===== src/esi_pkg.sv =====
// esi_pkg: constants and types shared by the emulator status indicator block.
// assumes a single 25 MHz clock and synchronous active-high reset.
//
// Overview of operation
// - power-up: power, mode red, orange, ready
// - power led only with supply and good voltages
// - stopped mode shows orange, red and green
// - run mode shows green only
// - error holds red; startup red not error
// - ready led steady while unit ready
// - ready led blinks during firmware upgrade
// - ready led off while part loads
// - module present, no target power: hold reset
// - reset options disabled: emulate without target power
// - module absent: core still emulates
// - reset button warm reset, ready after delay
// - serial 115200 baud, 8N1
// - report adapter identification code to host
// - serial uses rts/cts hardware flow control
package esi_pkg;
	// ************************************************************
	// timing
	// ************************************************************
	localparam int unsigned CLK_HZ          = 25_000_000;   // system clock rate
	localparam int unsigned BOOT_RED_MS     = 500;          // red phase of startup
	localparam int unsigned BOOT_READY_S    = 15;           // time until ready
	localparam int unsigned BLINK_MS        = 250;          // blink half period
	localparam int unsigned BAUD            = 115200;       // serial bit rate
	localparam int unsigned DATA_BITS       = 8;            // serial data bits
	localparam int unsigned RED_CYC   = CLK_HZ / 1000 * BOOT_RED_MS;
	localparam int unsigned READY_CYC = CLK_HZ * BOOT_READY_S;
	localparam int unsigned BLINK_CYC = CLK_HZ / 1000 * BLINK_MS;
	localparam int unsigned BIT_CYC   = CLK_HZ / BAUD;     // rounds down: 217
	localparam int unsigned ID_W      = 8;                  // adapter id width
	localparam logic [7:0]  ID_CMD    = 8'h49;              // host query for adapter id

	// ************************************************************
	// mode states
	// ************************************************************
	typedef enum logic [2:0] {
		ESI_OFF   = 3'b000,
		ESI_BOOTR = 3'b001,
		ESI_BOOTO = 3'b010,
		ESI_STOP  = 3'b011,
		ESI_RUN   = 3'b100,
		ESI_ERR   = 3'b101
	} esi_mode_t;
endpackage : esi_pkg


===== src/esi_uart_tx.sv =====
// esi_uart_tx: 8n1 serial transmitter paced by clear-to-send.
// assumes cts_in is synchronous to clk_in.
`timescale 1ns/1ps
module esi_uart_tx #(
	parameter int unsigned BIT_CYC = esi_pkg::BIT_CYC
) (
	input  wire logic       clk_in,
	input  wire logic       sys_rst_in,
	input  wire logic       send_in,    // start request with data
	input  wire logic [7:0] data_in,
	input  wire logic       cts_in,     // host may receive
	output logic            busy_out,
	output logic            txd_out
);
	logic [15:0] cnt;                   // bit timer
	logic [3:0]  idx;                   // bit index, 0 start .. 9 stop
	logic [9:0]  sh;                    // frame shift
	// ************************************************************
	// frame shifter
	// ************************************************************
	always_ff @(posedge clk_in) begin
		if (sys_rst_in) begin
			busy_out <= 1'b0;
			txd_out  <= 1'b1;
			cnt      <= 16'h0000;
			idx      <= 4'h0;
			sh       <= 10'h3FF;
		end else if (!busy_out) begin
			// start only while host asserts clear-to-send
			if (send_in && cts_in) begin
				busy_out <= 1'b1;
				sh       <= {1'b1, data_in, 1'b0};
				txd_out  <= 1'b0;
				cnt      <= 16'h0000;
				idx      <= 4'h0;
			end
		end else if (cnt == 16'(BIT_CYC - 1)) begin
			cnt <= 16'h0000;
			if (idx == 4'h9) begin
				busy_out <= 1'b0;
				txd_out  <= 1'b1;
			end else begin
				idx     <= idx + 4'h1;
				txd_out <= sh[idx + 4'h1];
			end
		end else begin
			cnt <= cnt + 16'h0001;
		end
	end
endmodule : esi_uart_tx


===== src/esi_uart_rx.sv =====
// esi_uart_rx: 8n1 serial receiver, samples mid bit.
// assumes rxd_in is synchronous to clk_in.
`timescale 1ns/1ps
module esi_uart_rx #(
	parameter int unsigned BIT_CYC = esi_pkg::BIT_CYC
) (
	input  wire logic       clk_in,
	input  wire logic       sys_rst_in,
	input  wire logic       rxd_in,
	output logic            valid_out,  // one-cycle pulse
	output logic [7:0]      data_out
);
	logic [15:0] cnt;                   // bit timer
	logic [3:0]  idx;                   // bit index
	logic        act;                   // frame in progress
	// ************************************************************
	// frame receiver
	// ************************************************************
	always_ff @(posedge clk_in) begin
		if (sys_rst_in) begin
			act       <= 1'b0;
			cnt       <= 16'h0000;
			idx       <= 4'h0;
			valid_out <= 1'b0;
			data_out  <= 8'h00;
		end else begin
			valid_out <= 1'b0;
			if (!act) begin
				if (!rxd_in) begin
					act <= 1'b1;
					cnt <= 16'h0000;
					idx <= 4'h0;
				end
			end else if (cnt == 16'((idx == 4'h0) ? BIT_CYC / 2 : BIT_CYC - 1)) begin
				cnt <= 16'h0000;
				if (idx == 4'h0 && rxd_in) begin
					act <= 1'b0; // false start
				end else if (idx == 4'h9) begin
					act <= 1'b0;
					valid_out <= rxd_in; // stop bit must be high
				end else begin
					if (idx != 4'h0) data_out <= {rxd_in, data_out[7:1]};
					idx <= idx + 4'h1;
				end
			end else begin
				cnt <= cnt + 16'h0001;
			end
		end
	end
endmodule : esi_uart_rx


===== src/esi_status_ctrl.sv =====
// esi_status_ctrl: front-panel indicators, warm reset, target reset hold,
// adapter id report over the host serial link.
// assumes all inputs synchronous to clk_in; leds active high.
`timescale 1ns/1ps
module esi_status_ctrl #(
	parameter int unsigned READY_CYC = esi_pkg::READY_CYC,
	parameter int unsigned RED_CYC   = esi_pkg::RED_CYC,
	parameter int unsigned BLINK_CYC = esi_pkg::BLINK_CYC,
	parameter int unsigned BIT_CYC   = esi_pkg::BIT_CYC
) (
	input  wire logic                     clk_in,
	input  wire logic                     sys_rst_in,
	input  wire logic                     supply_on_in,     // power switch on
	input  wire logic                     volt_ok_in,       // internal rails good
	input  wire logic                     reset_btn_in,     // front reset button
	input  wire logic                     run_in,           // core executing
	input  wire logic                     error_in,         // emulator fault
	input  wire logic                     upgrade_in,       // firmware upgrade busy
	input  wire logic                     part_load_in,     // part loading busy
	input  wire logic                     io_mod_present_in,// io module inserted
	input  wire logic                     target_pwr_in,    // target power present
	input  wire logic                     por_option_in,    // power-on reset option
	input  wire logic                     brownout_reset_option_in,
	input  wire logic [esi_pkg::ID_W-1:0] adapter_id_in,    // adapter id code
	input  wire logic                     rxd_in,           // host serial in
	input  wire logic                     cts_in,           // host may receive
	output logic                          txd_out,
	output logic                          rts_out,          // we may receive
	output logic                          power_led_out,
	output logic                          mode_red_out,
	output logic                          mode_green_out,
	output logic                          ready_led_out,
	output logic                          core_rst_out,     // emulated core reset
	output logic                          ready_out         // unit ready
);
	// ************************************************************
	// declarations
	// ************************************************************
	esi_pkg::esi_mode_t mode, next_mode;   // mode state
	logic [31:0] tmr;                      // startup timer
	logic [31:0] blink_cnt;                // blink divider
	logic        blink;                    // blink phase
	logic        btn_q;                    // button edge history
	logic        warm;                     // warm reset pulse
	logic        pwr_good;                 // supply and rails good
	logic        rx_v;                     // received byte strobe
	logic [7:0]  rx_d;                     // received byte
	logic        tx_busy;                  // transmitter busy
	logic        tx_go;                    // id report request
	logic        hold;                     // pending id report

	// ************************************************************
	// helpers
	// ************************************************************
	// the unit is ready for emulation in stopped or run mode
	function automatic logic is_ready(input esi_pkg::esi_mode_t m);
		return (m == esi_pkg::ESI_STOP) || (m == esi_pkg::ESI_RUN);
	endfunction : is_ready

	assign pwr_good = supply_on_in && volt_ok_in;
	assign warm     = reset_btn_in && !btn_q;

	// ************************************************************
	// power led
	// ************************************************************
	always_ff @(posedge clk_in) begin
		if (sys_rst_in) power_led_out <= 1'b0;
		else power_led_out <= pwr_good;
	end

	// a dark supply or a bad rail puts the led out on the next edge
	property p_pwr_off;
		@(posedge clk_in) disable iff (sys_rst_in) !pwr_good |=> !power_led_out;
	endproperty
	a_pwr_off: assert property (p_pwr_off) else $error("power led lit without power");

	// ************************************************************
	// button edge
	// ************************************************************
	always_ff @(posedge clk_in) begin
		if (sys_rst_in) btn_q <= 1'b0;
		else btn_q <= reset_btn_in;
	end

	// ************************************************************
	// startup timer, restarted by power loss or warm reset
	// ************************************************************
	always_ff @(posedge clk_in) begin
		if (sys_rst_in || !pwr_good || warm) tmr <= 32'h0000_0000;
		// the count parks at the ready mark so the unit stays ready
		else if (tmr != 32'(READY_CYC)) tmr <= tmr + 32'h0000_0001;
	end

	// ************************************************************
	// mode state machine
	// ************************************************************
	always_comb begin
		next_mode = mode;
		case (mode)
			esi_pkg::ESI_OFF:   if (pwr_good) next_mode = esi_pkg::ESI_BOOTR;
			// red during boot is not an error
			esi_pkg::ESI_BOOTR: if (tmr >= 32'(RED_CYC)) next_mode = esi_pkg::ESI_BOOTO;
			esi_pkg::ESI_BOOTO: if (tmr == 32'(READY_CYC)) next_mode = esi_pkg::ESI_STOP;
			esi_pkg::ESI_STOP:  if (error_in) next_mode = esi_pkg::ESI_ERR;
			                    else if (run_in) next_mode = esi_pkg::ESI_RUN;
			esi_pkg::ESI_RUN:   if (error_in) next_mode = esi_pkg::ESI_ERR;
			                    else if (!run_in) next_mode = esi_pkg::ESI_STOP;
			esi_pkg::ESI_ERR:   next_mode = esi_pkg::ESI_ERR; // held until reset
			default:            next_mode = esi_pkg::ESI_OFF;
		endcase
		// power loss and the reset button override every state
		if (!pwr_good) next_mode = esi_pkg::ESI_OFF;
		else if (warm) next_mode = esi_pkg::ESI_BOOTR;
	end

	always_ff @(posedge clk_in) begin
		if (sys_rst_in) mode <= esi_pkg::ESI_OFF;
		else mode <= next_mode;
	end

	// ************************************************************
	// mode led decode
	// ************************************************************
	always_ff @(posedge clk_in) begin
		if (sys_rst_in) begin
			mode_red_out   <= 1'b0;
			mode_green_out <= 1'b0;
		end else begin
			case (next_mode)
				esi_pkg::ESI_BOOTR, esi_pkg::ESI_ERR: begin
					mode_red_out   <= 1'b1;
					mode_green_out <= 1'b0;
				end
				esi_pkg::ESI_BOOTO, esi_pkg::ESI_STOP: begin
					mode_red_out   <= 1'b1;
					mode_green_out <= 1'b1;
				end
				esi_pkg::ESI_RUN: begin
					mode_red_out   <= 1'b0;
					mode_green_out <= 1'b1;
				end
				default: begin
					mode_red_out   <= 1'b0;
					mode_green_out <= 1'b0;
				end
			endcase
		end
	end

	// boot shows red first, then orange; error shows red alone
	property p_boot;
		@(posedge clk_in) disable iff (sys_rst_in)
			mode == esi_pkg::ESI_BOOTR |-> mode_red_out && !mode_green_out;
	endproperty
	a_boot: assert property (p_boot) else $error("boot not red");
	property p_boot_o;
		@(posedge clk_in) disable iff (sys_rst_in)
			mode == esi_pkg::ESI_BOOTO |-> mode_red_out && mode_green_out;
	endproperty
	a_boot_o: assert property (p_boot_o) else $error("boot not orange");
	property p_err_red;
		@(posedge clk_in) disable iff (sys_rst_in)
			mode == esi_pkg::ESI_ERR |-> mode_red_out && !mode_green_out;
	endproperty
	a_err_red: assert property (p_err_red) else $error("error not red");

	// ************************************************************
	// blink divider
	// ************************************************************
	always_ff @(posedge clk_in) begin
		if (sys_rst_in || !upgrade_in) begin
			blink_cnt <= 32'h0000_0000;
			blink     <= 1'b1;
		end else if (blink_cnt == 32'(BLINK_CYC - 1)) begin
			blink_cnt <= 32'h0000_0000;
			blink     <= !blink;
		end else blink_cnt <= blink_cnt + 32'h0000_0001;
	end

	// ************************************************************
	// ready led
	// ************************************************************
	always_ff @(posedge clk_in) begin
		if (sys_rst_in) begin
			ready_led_out <= 1'b0;
			ready_out     <= 1'b0;
		end else begin
			ready_out <= is_ready(next_mode);
			if (part_load_in) ready_led_out <= 1'b0;
			else if (upgrade_in) ready_led_out <= blink;
			else ready_led_out <= is_ready(next_mode);
		end
	end

	// outside load and upgrade the led shows the ready state
	property p_ready;
		@(posedge clk_in) disable iff (sys_rst_in)
			(!part_load_in && !upgrade_in) |=> ready_led_out == ready_out;
	endproperty
	a_ready: assert property (p_ready) else $error("ready led not steady");
	// during an upgrade the led copies the blink phase of the previous edge
	property p_blink;
		@(posedge clk_in) disable iff (sys_rst_in)
			(upgrade_in && !part_load_in) |=> ready_led_out == $past(blink);
	endproperty
	a_blink: assert property (p_blink) else $error("ready led not blinking");

	// ************************************************************
	// emulated core reset: not ready, or io module without target power with a reset option set
	// ************************************************************
	always_ff @(posedge clk_in) begin
		if (sys_rst_in) core_rst_out <= 1'b1;
		// module absent: core runs alone
		else core_rst_out <= !ready_out ||
		                     (io_mod_present_in && !target_pwr_in &&
		                      (por_option_in || brownout_reset_option_in));
	end

	// the brownout option alone also holds the core without target power
	property p_hold_bo;
		@(posedge clk_in) disable iff (sys_rst_in)
			(io_mod_present_in && !target_pwr_in && brownout_reset_option_in) |=> core_rst_out;
	endproperty
	a_hold_bo: assert property (p_hold_bo) else $error("core not held by brownout option");
	// with both reset options off a ready unit runs the core
	property p_nopt;
		@(posedge clk_in) disable iff (sys_rst_in)
			(ready_out && !por_option_in && !brownout_reset_option_in) |=> !core_rst_out;
	endproperty
	a_nopt: assert property (p_nopt) else $error("core held with options off");
	// without the io module a ready unit runs the core
	property p_free;
		@(posedge clk_in) disable iff (sys_rst_in)
			(ready_out && !io_mod_present_in) |=> !core_rst_out;
	endproperty
	a_free: assert property (p_free) else $error("core held without module");

	// ************************************************************
	// host link: id query answered with adapter code
	// ************************************************************
	esi_uart_rx #(.BIT_CYC(BIT_CYC)) u_rx (
		.clk_in     (clk_in),
		.sys_rst_in (sys_rst_in),
		.rxd_in     (rxd_in),
		.valid_out  (rx_v),
		.data_out   (rx_d)
	);

	always_ff @(posedge clk_in) begin
		if (sys_rst_in) hold <= 1'b0;
		else if (rx_v && rx_d == esi_pkg::ID_CMD) hold <= 1'b1;
		else if (tx_go) hold <= 1'b0;
	end
	// clear-to-send low keeps the reply pending; a frame is never cut
	assign tx_go = hold && !tx_busy && cts_in;

	// receiver never stalls, so ready to accept whenever out of reset
	always_ff @(posedge clk_in) begin
		if (sys_rst_in) rts_out <= 1'b0;
		else rts_out <= 1'b1;
	end

	esi_uart_tx #(.BIT_CYC(BIT_CYC)) u_tx (
		.clk_in     (clk_in),
		.sys_rst_in (sys_rst_in),
		.send_in    (tx_go),
		.data_in    (adapter_id_in),
		.cts_in     (cts_in),
		.busy_out   (tx_busy),
		.txd_out    (txd_out)
	);

	// an idle transmitter keeps the line at the mark level
	property p_txidle;
		@(posedge clk_in) disable iff (sys_rst_in) !tx_busy |-> txd_out;
	endproperty
	a_txidle: assert property (p_txidle) else $error("line not idle high");

	// ************************************************************
	// checks
	// ************************************************************
	property p_pwr;
		@(posedge clk_in) disable iff (sys_rst_in) pwr_good |=> power_led_out;
	endproperty
	a_pwr: assert property (p_pwr) else $error("power led not lit");
	property p_stop;
		@(posedge clk_in) disable iff (sys_rst_in) mode == esi_pkg::ESI_STOP |-> mode_red_out && mode_green_out;
	endproperty
	a_stop: assert property (p_stop) else $error("stop not orange");
	property p_run;
		@(posedge clk_in) disable iff (sys_rst_in) mode == esi_pkg::ESI_RUN |-> !mode_red_out && mode_green_out;
	endproperty
	a_run: assert property (p_run) else $error("run not green");
	property p_err;
		@(posedge clk_in) disable iff (sys_rst_in) (mode == esi_pkg::ESI_ERR && pwr_good && !warm) |=> mode == esi_pkg::ESI_ERR;
	endproperty
	a_err: assert property (p_err) else $error("error not held");
	property p_load;
		@(posedge clk_in) disable iff (sys_rst_in) part_load_in |=> !ready_led_out;
	endproperty
	a_load: assert property (p_load) else $error("ready led lit during load");
	property p_hold;
		@(posedge clk_in) disable iff (sys_rst_in)
			(io_mod_present_in && !target_pwr_in && por_option_in) |=> core_rst_out;
	endproperty
	a_hold: assert property (p_hold) else $error("core not held");
	property p_warm;
		@(posedge clk_in) disable iff (sys_rst_in) (warm && pwr_good) |=> mode == esi_pkg::ESI_BOOTR ##1 !ready_out;
	endproperty
	a_warm: assert property (p_warm) else $error("warm reset ignored");
	property p_cts;
		@(posedge clk_in) disable iff (sys_rst_in) (!cts_in && !tx_busy) |=> !tx_busy;
	endproperty
	a_cts: assert property (p_cts) else $error("sent without cts");
endmodule : esi_status_ctrl


===== config.mk =====
export PLATFORM = sky130hd
export DESIGN_NAME = esi_status_ctrl
export DESIGN_NICKNAME = d
export VERILOG_FILES = /design/src/esi_pkg.sv /design/src/esi_uart_tx.sv /design/src/esi_uart_rx.sv /design/src/esi_status_ctrl.sv
export SDC_FILE = /design/constraint.sdc
export NUM_CORES = 1
export LEC_CHECK = 0
export BUFFER_PORTS_ARGS = -buffer_cell sky130_fd_sc_hd__buf_4
export CAP_MARGIN = 20
export CORE_MARGIN = 2
export CORE_UTILIZATION = 60
export DETAILED_ROUTE_END_ITERATION = 12
export GPL_TIMING_DRIVEN = 1
export HOLD_SLACK_MARGIN = 0.03
export PLACE_DENSITY = 0.78
export SYNTH_ARGS = -nofsm -noshare
export SYNTH_HDL_FRONTEND = slang
export SYNTH_HIERARCHICAL = 1
export SYNTH_SLANG_ARGS = --single-unit

===== constraint.sdc =====
create_clock -name clk_in -period 4.8 [get_ports clk_in]
set_input_delay 0.48 -clock clk_in [delete_from_list [all_inputs] [get_ports clk_in]]
set_output_delay 0.48 -clock clk_in [all_outputs]
set_load 0.05 [all_outputs]

==> metrics.cfg <==
[status]
outcome=finished clean

[place]
port_buffers=30
placed_cell_area_um2=7010
dp_slack_ns=2.27
gp_congestion=0.895
dp_hpwl_um=9700

[die]
initial_core_util=0.615
fp.dieH_um=110
dieWidth_um=110
rows=38
coreArea_um2=10900
die-area_um2=12000
io_pins=31

[run]
max-cap-violations=0

[synth]
ys_seq_area_frac=0.412
yosys.area_share.simple=0.308
syn_nets=811
synth_area_um2=6700
synthFlopType=dfxtp_1
syn_inst=776
ys_types=70
avgSynthCellArea_um2=8.63
synth_top_family_by_area=simple AND/OR/NAND/NOR gates
ys_async_sr_fraction=0
synth_compound_area_frac=0.111
synth-adder-area-share=0.0224
yosysWarnings=6
synth-edff-count=0
ys_seq_elements=138
synth-xor-area-share=0.0902
muxShareOfSynthArea=0.0280

[worst_setup_path]
worstPathMaxFanout=11
start_kind=flop
endpoint_kind=flop
worstPathArrival_ns=2.95
crit_type=flop to flop
crit_required_ns=5.22
r2r_slack_ns=2.27
r2r_cells=7

[cts]
root_buffer=clkbuf_8
cts_sinks=138
cts_buffers=17
postCtsSetupBuffers=0
clk_path_buf_depth=2
cts_resized=0
htree_levels=4
worstSkewPairLatency_ns=0.52
cts_tree=yes
clk_pin_slew_worst_paths_ns=0.06
ctsHoldBuffers=0

[layout]
drive_gt1_frac=0.113
syn_to_final_growth_pct=14.4
register_area_um2=2760
fill_cells=826
nNetsFinal=839
diodes=0
multi_input_area_um2=3750
final_area_um2=7660

[global_route]
grt_pass1_vias=5225
antenna_found_initial=0
grt_overflow_total=0
grt_usage=0.245
grt_pass1_wl_um=23400
grt_max_degree=52

[routing]
vias=5560
routedWlPerCell_um=14.8
via_per_inst=5.82
drt_iter0_markers=439
routed_wl_um=14100
post-route-drc-count=0
drtPass1Iterations=5
ant_nets=0

[sta]
skew_ns=0.00629
fmax_mhz=395
worstMarginPinSlew_ns=1.01
relSlewSlack=0.328
finalCritPeriodShare=0.527
finalHoldViolations=0
drv_slew=0
finalSetupTns_ns=0
rsz0062_at_grt=false
post-route-min-period_ns=2.53
hold_slack_ns=0.168
setup_viol=0
finalWorstSetupSlack_ns=2.27

[pwr]
ir_worst_vdd_mv=0.409
power_leakage_uw=0.00274
power-per-cell-area_nw_per_um2=339

[worst_hold_path]
hold_path.class=primary input to flop
holdPathStages=3

==> metrics by stage <==
stage               utilization  std cells  power, µW
finish                    0.704        955       2600
global route              0.704        955       2670
CTS                       0.701        954       2620
detailed placement        0.644        924       1250
global placement          0.644        924       1250
floorplan                     -        776       1220
==> final timing paths <==
path,from,end
setup / recovery,u_tx/cnt[0],u_tx/cnt[15]
hold / removal,adapter_id_in[6],u_tx/sh[7]
setup reg to reg,u_tx/cnt[0],u_tx/cnt[15]
hold reg to reg,u_tx/sh[0],u_tx/sh[0]
==> layer usage <==
metal	share of wire	global-route usage
met5	0	0
met4	0.013	0.0958
met3	0.044	0.0622
met2	0.48	0.412
met1	0.46	0.301
==> registers in the layout (all words and copies together), names as in the netlist, 3 cells and up <==
signal	cells
u_tx/sh	9
u_rx/idx	4
u_rx/data_out	8
tmr	32
u_tx/cnt	16
u_rx/cnt	16
blink_cnt	32
mode	3
u_tx/idx	4
==> synth_stat cells (all sizes together) (4+ instances only) <==
| master | count | area share |
|---|---|---|
| and4 | 4 | 0.0052 |
| dfxtp | 138 | 0.41 |
| inv | 26 | 0.015 |
| nor3 | 20 | 0.017 |
| a21oi | 30 | 0.022 |
| ha | 12 | 0.022 |
| nor2b | 9 | 0.0084 |
| a21o | 10 | 0.011 |
| mux2i | 13 | 0.021 |
| nor2 | 109 | 0.061 |
| a211oi | 4 | 0.0045 |
| nor4b | 8 | 0.012 |
| nand2b | 8 | 0.0075 |
| xnor2 | 33 | 0.043 |
| nand3 | 40 | 0.030 |
| nor3b | 8 | 0.011 |
| o21ai | 29 | 0.022 |
| a22o | 6 | 0.0078 |
| nor4 | 12 | 0.016 |
| nand2 | 76 | 0.043 |
| or4 | 7 | 0.010 |
| clkbuf | 19 | 0.011 |
| or2 | 4 | 0.0037 |
| or3 | 13 | 0.012 |
| a31oi | 8 | 0.0075 |
| and3 | 18 | 0.017 |
| nand4 | 20 | 0.025 |
| xor2 | 36 | 0.047 |
| nand3b | 10 | 0.011 |
| o31ai | 4 | 0.0045 |
==> power by group <==
group,switching (µW),internal (µW),total (µW),leakage [µW]
Combinational,45.2,29.0,74.2,0.00133
Clock,461,906,1370,0.000306
Sequential,4.99,1150,1160,0.00111
Total,512,2090,2600,0.00274
==> worst max-delay path, cell delays in order, from the launching register on <==
cell     delay (ns)
dfxtp_1        0.33
inv_1          0.08
ha_1           0.13
or3b_2         0.48
o41ai_2        0.60
nor2_1         0.34
a21o_1         0.24
a22o_1         0.22
==> cell usage in the layout (no fill, tap or decap), types with 7 or more instances in the layout <==
| master | netlist | final |
|---|---|---|
| o21ai_0 | 27 | 27 |
| clkbuf_16 | 0 | 16 |
| buf_4 | 1 | 30 |
| nor2b_1 | 9 | 9 |
| and3_1 | 17 | 17 |
| nor3_1 | 18 | 18 |
| nand2b_1 | 8 | 8 |
| nor3b_1 | 7 | 7 |
| a21o_1 | 10 | 10 |
| nand4_1 | 16 | 16 |
| dfxtp_1 | 138 | 138 |
| inv_1 | 26 | 26 |
| xnor2_1 | 33 | 33 |
| nand3b_1 | 10 | 10 |
| nand2_1 | 76 | 76 |
| or3_1 | 12 | 12 |
| a31oi_1 | 8 | 8 |
| xor2_1 | 36 | 36 |
| ha_1 | 12 | 12 |
| a21oi_1 | 30 | 30 |
| nor4_1 | 8 | 8 |
| nor2_1 | 108 | 108 |
| mux2i_1 | 12 | 12 |
| nand3_1 | 40 | 40 |
==> cells by family after synthesis <==
kind of cell    Yosys count
simple gates            379
flops                   138
compound gates          115
xor+xnor                 69
buf+inv                  48
mux                      15
fa+ha+maj                12
==> area by class of cell <==
cell class	count	share of cell area
Multi-Input combinational cell	590	0.489
Clock buffer	23	0.0635
Tap cell	140	0.0229
Timing Repair Buffer	31	0.0330
Inverter	26	0.0127
Sequential cell	138	0.361
Clock inverter	7	0.0180
Power figures use the tool's default switching activity.
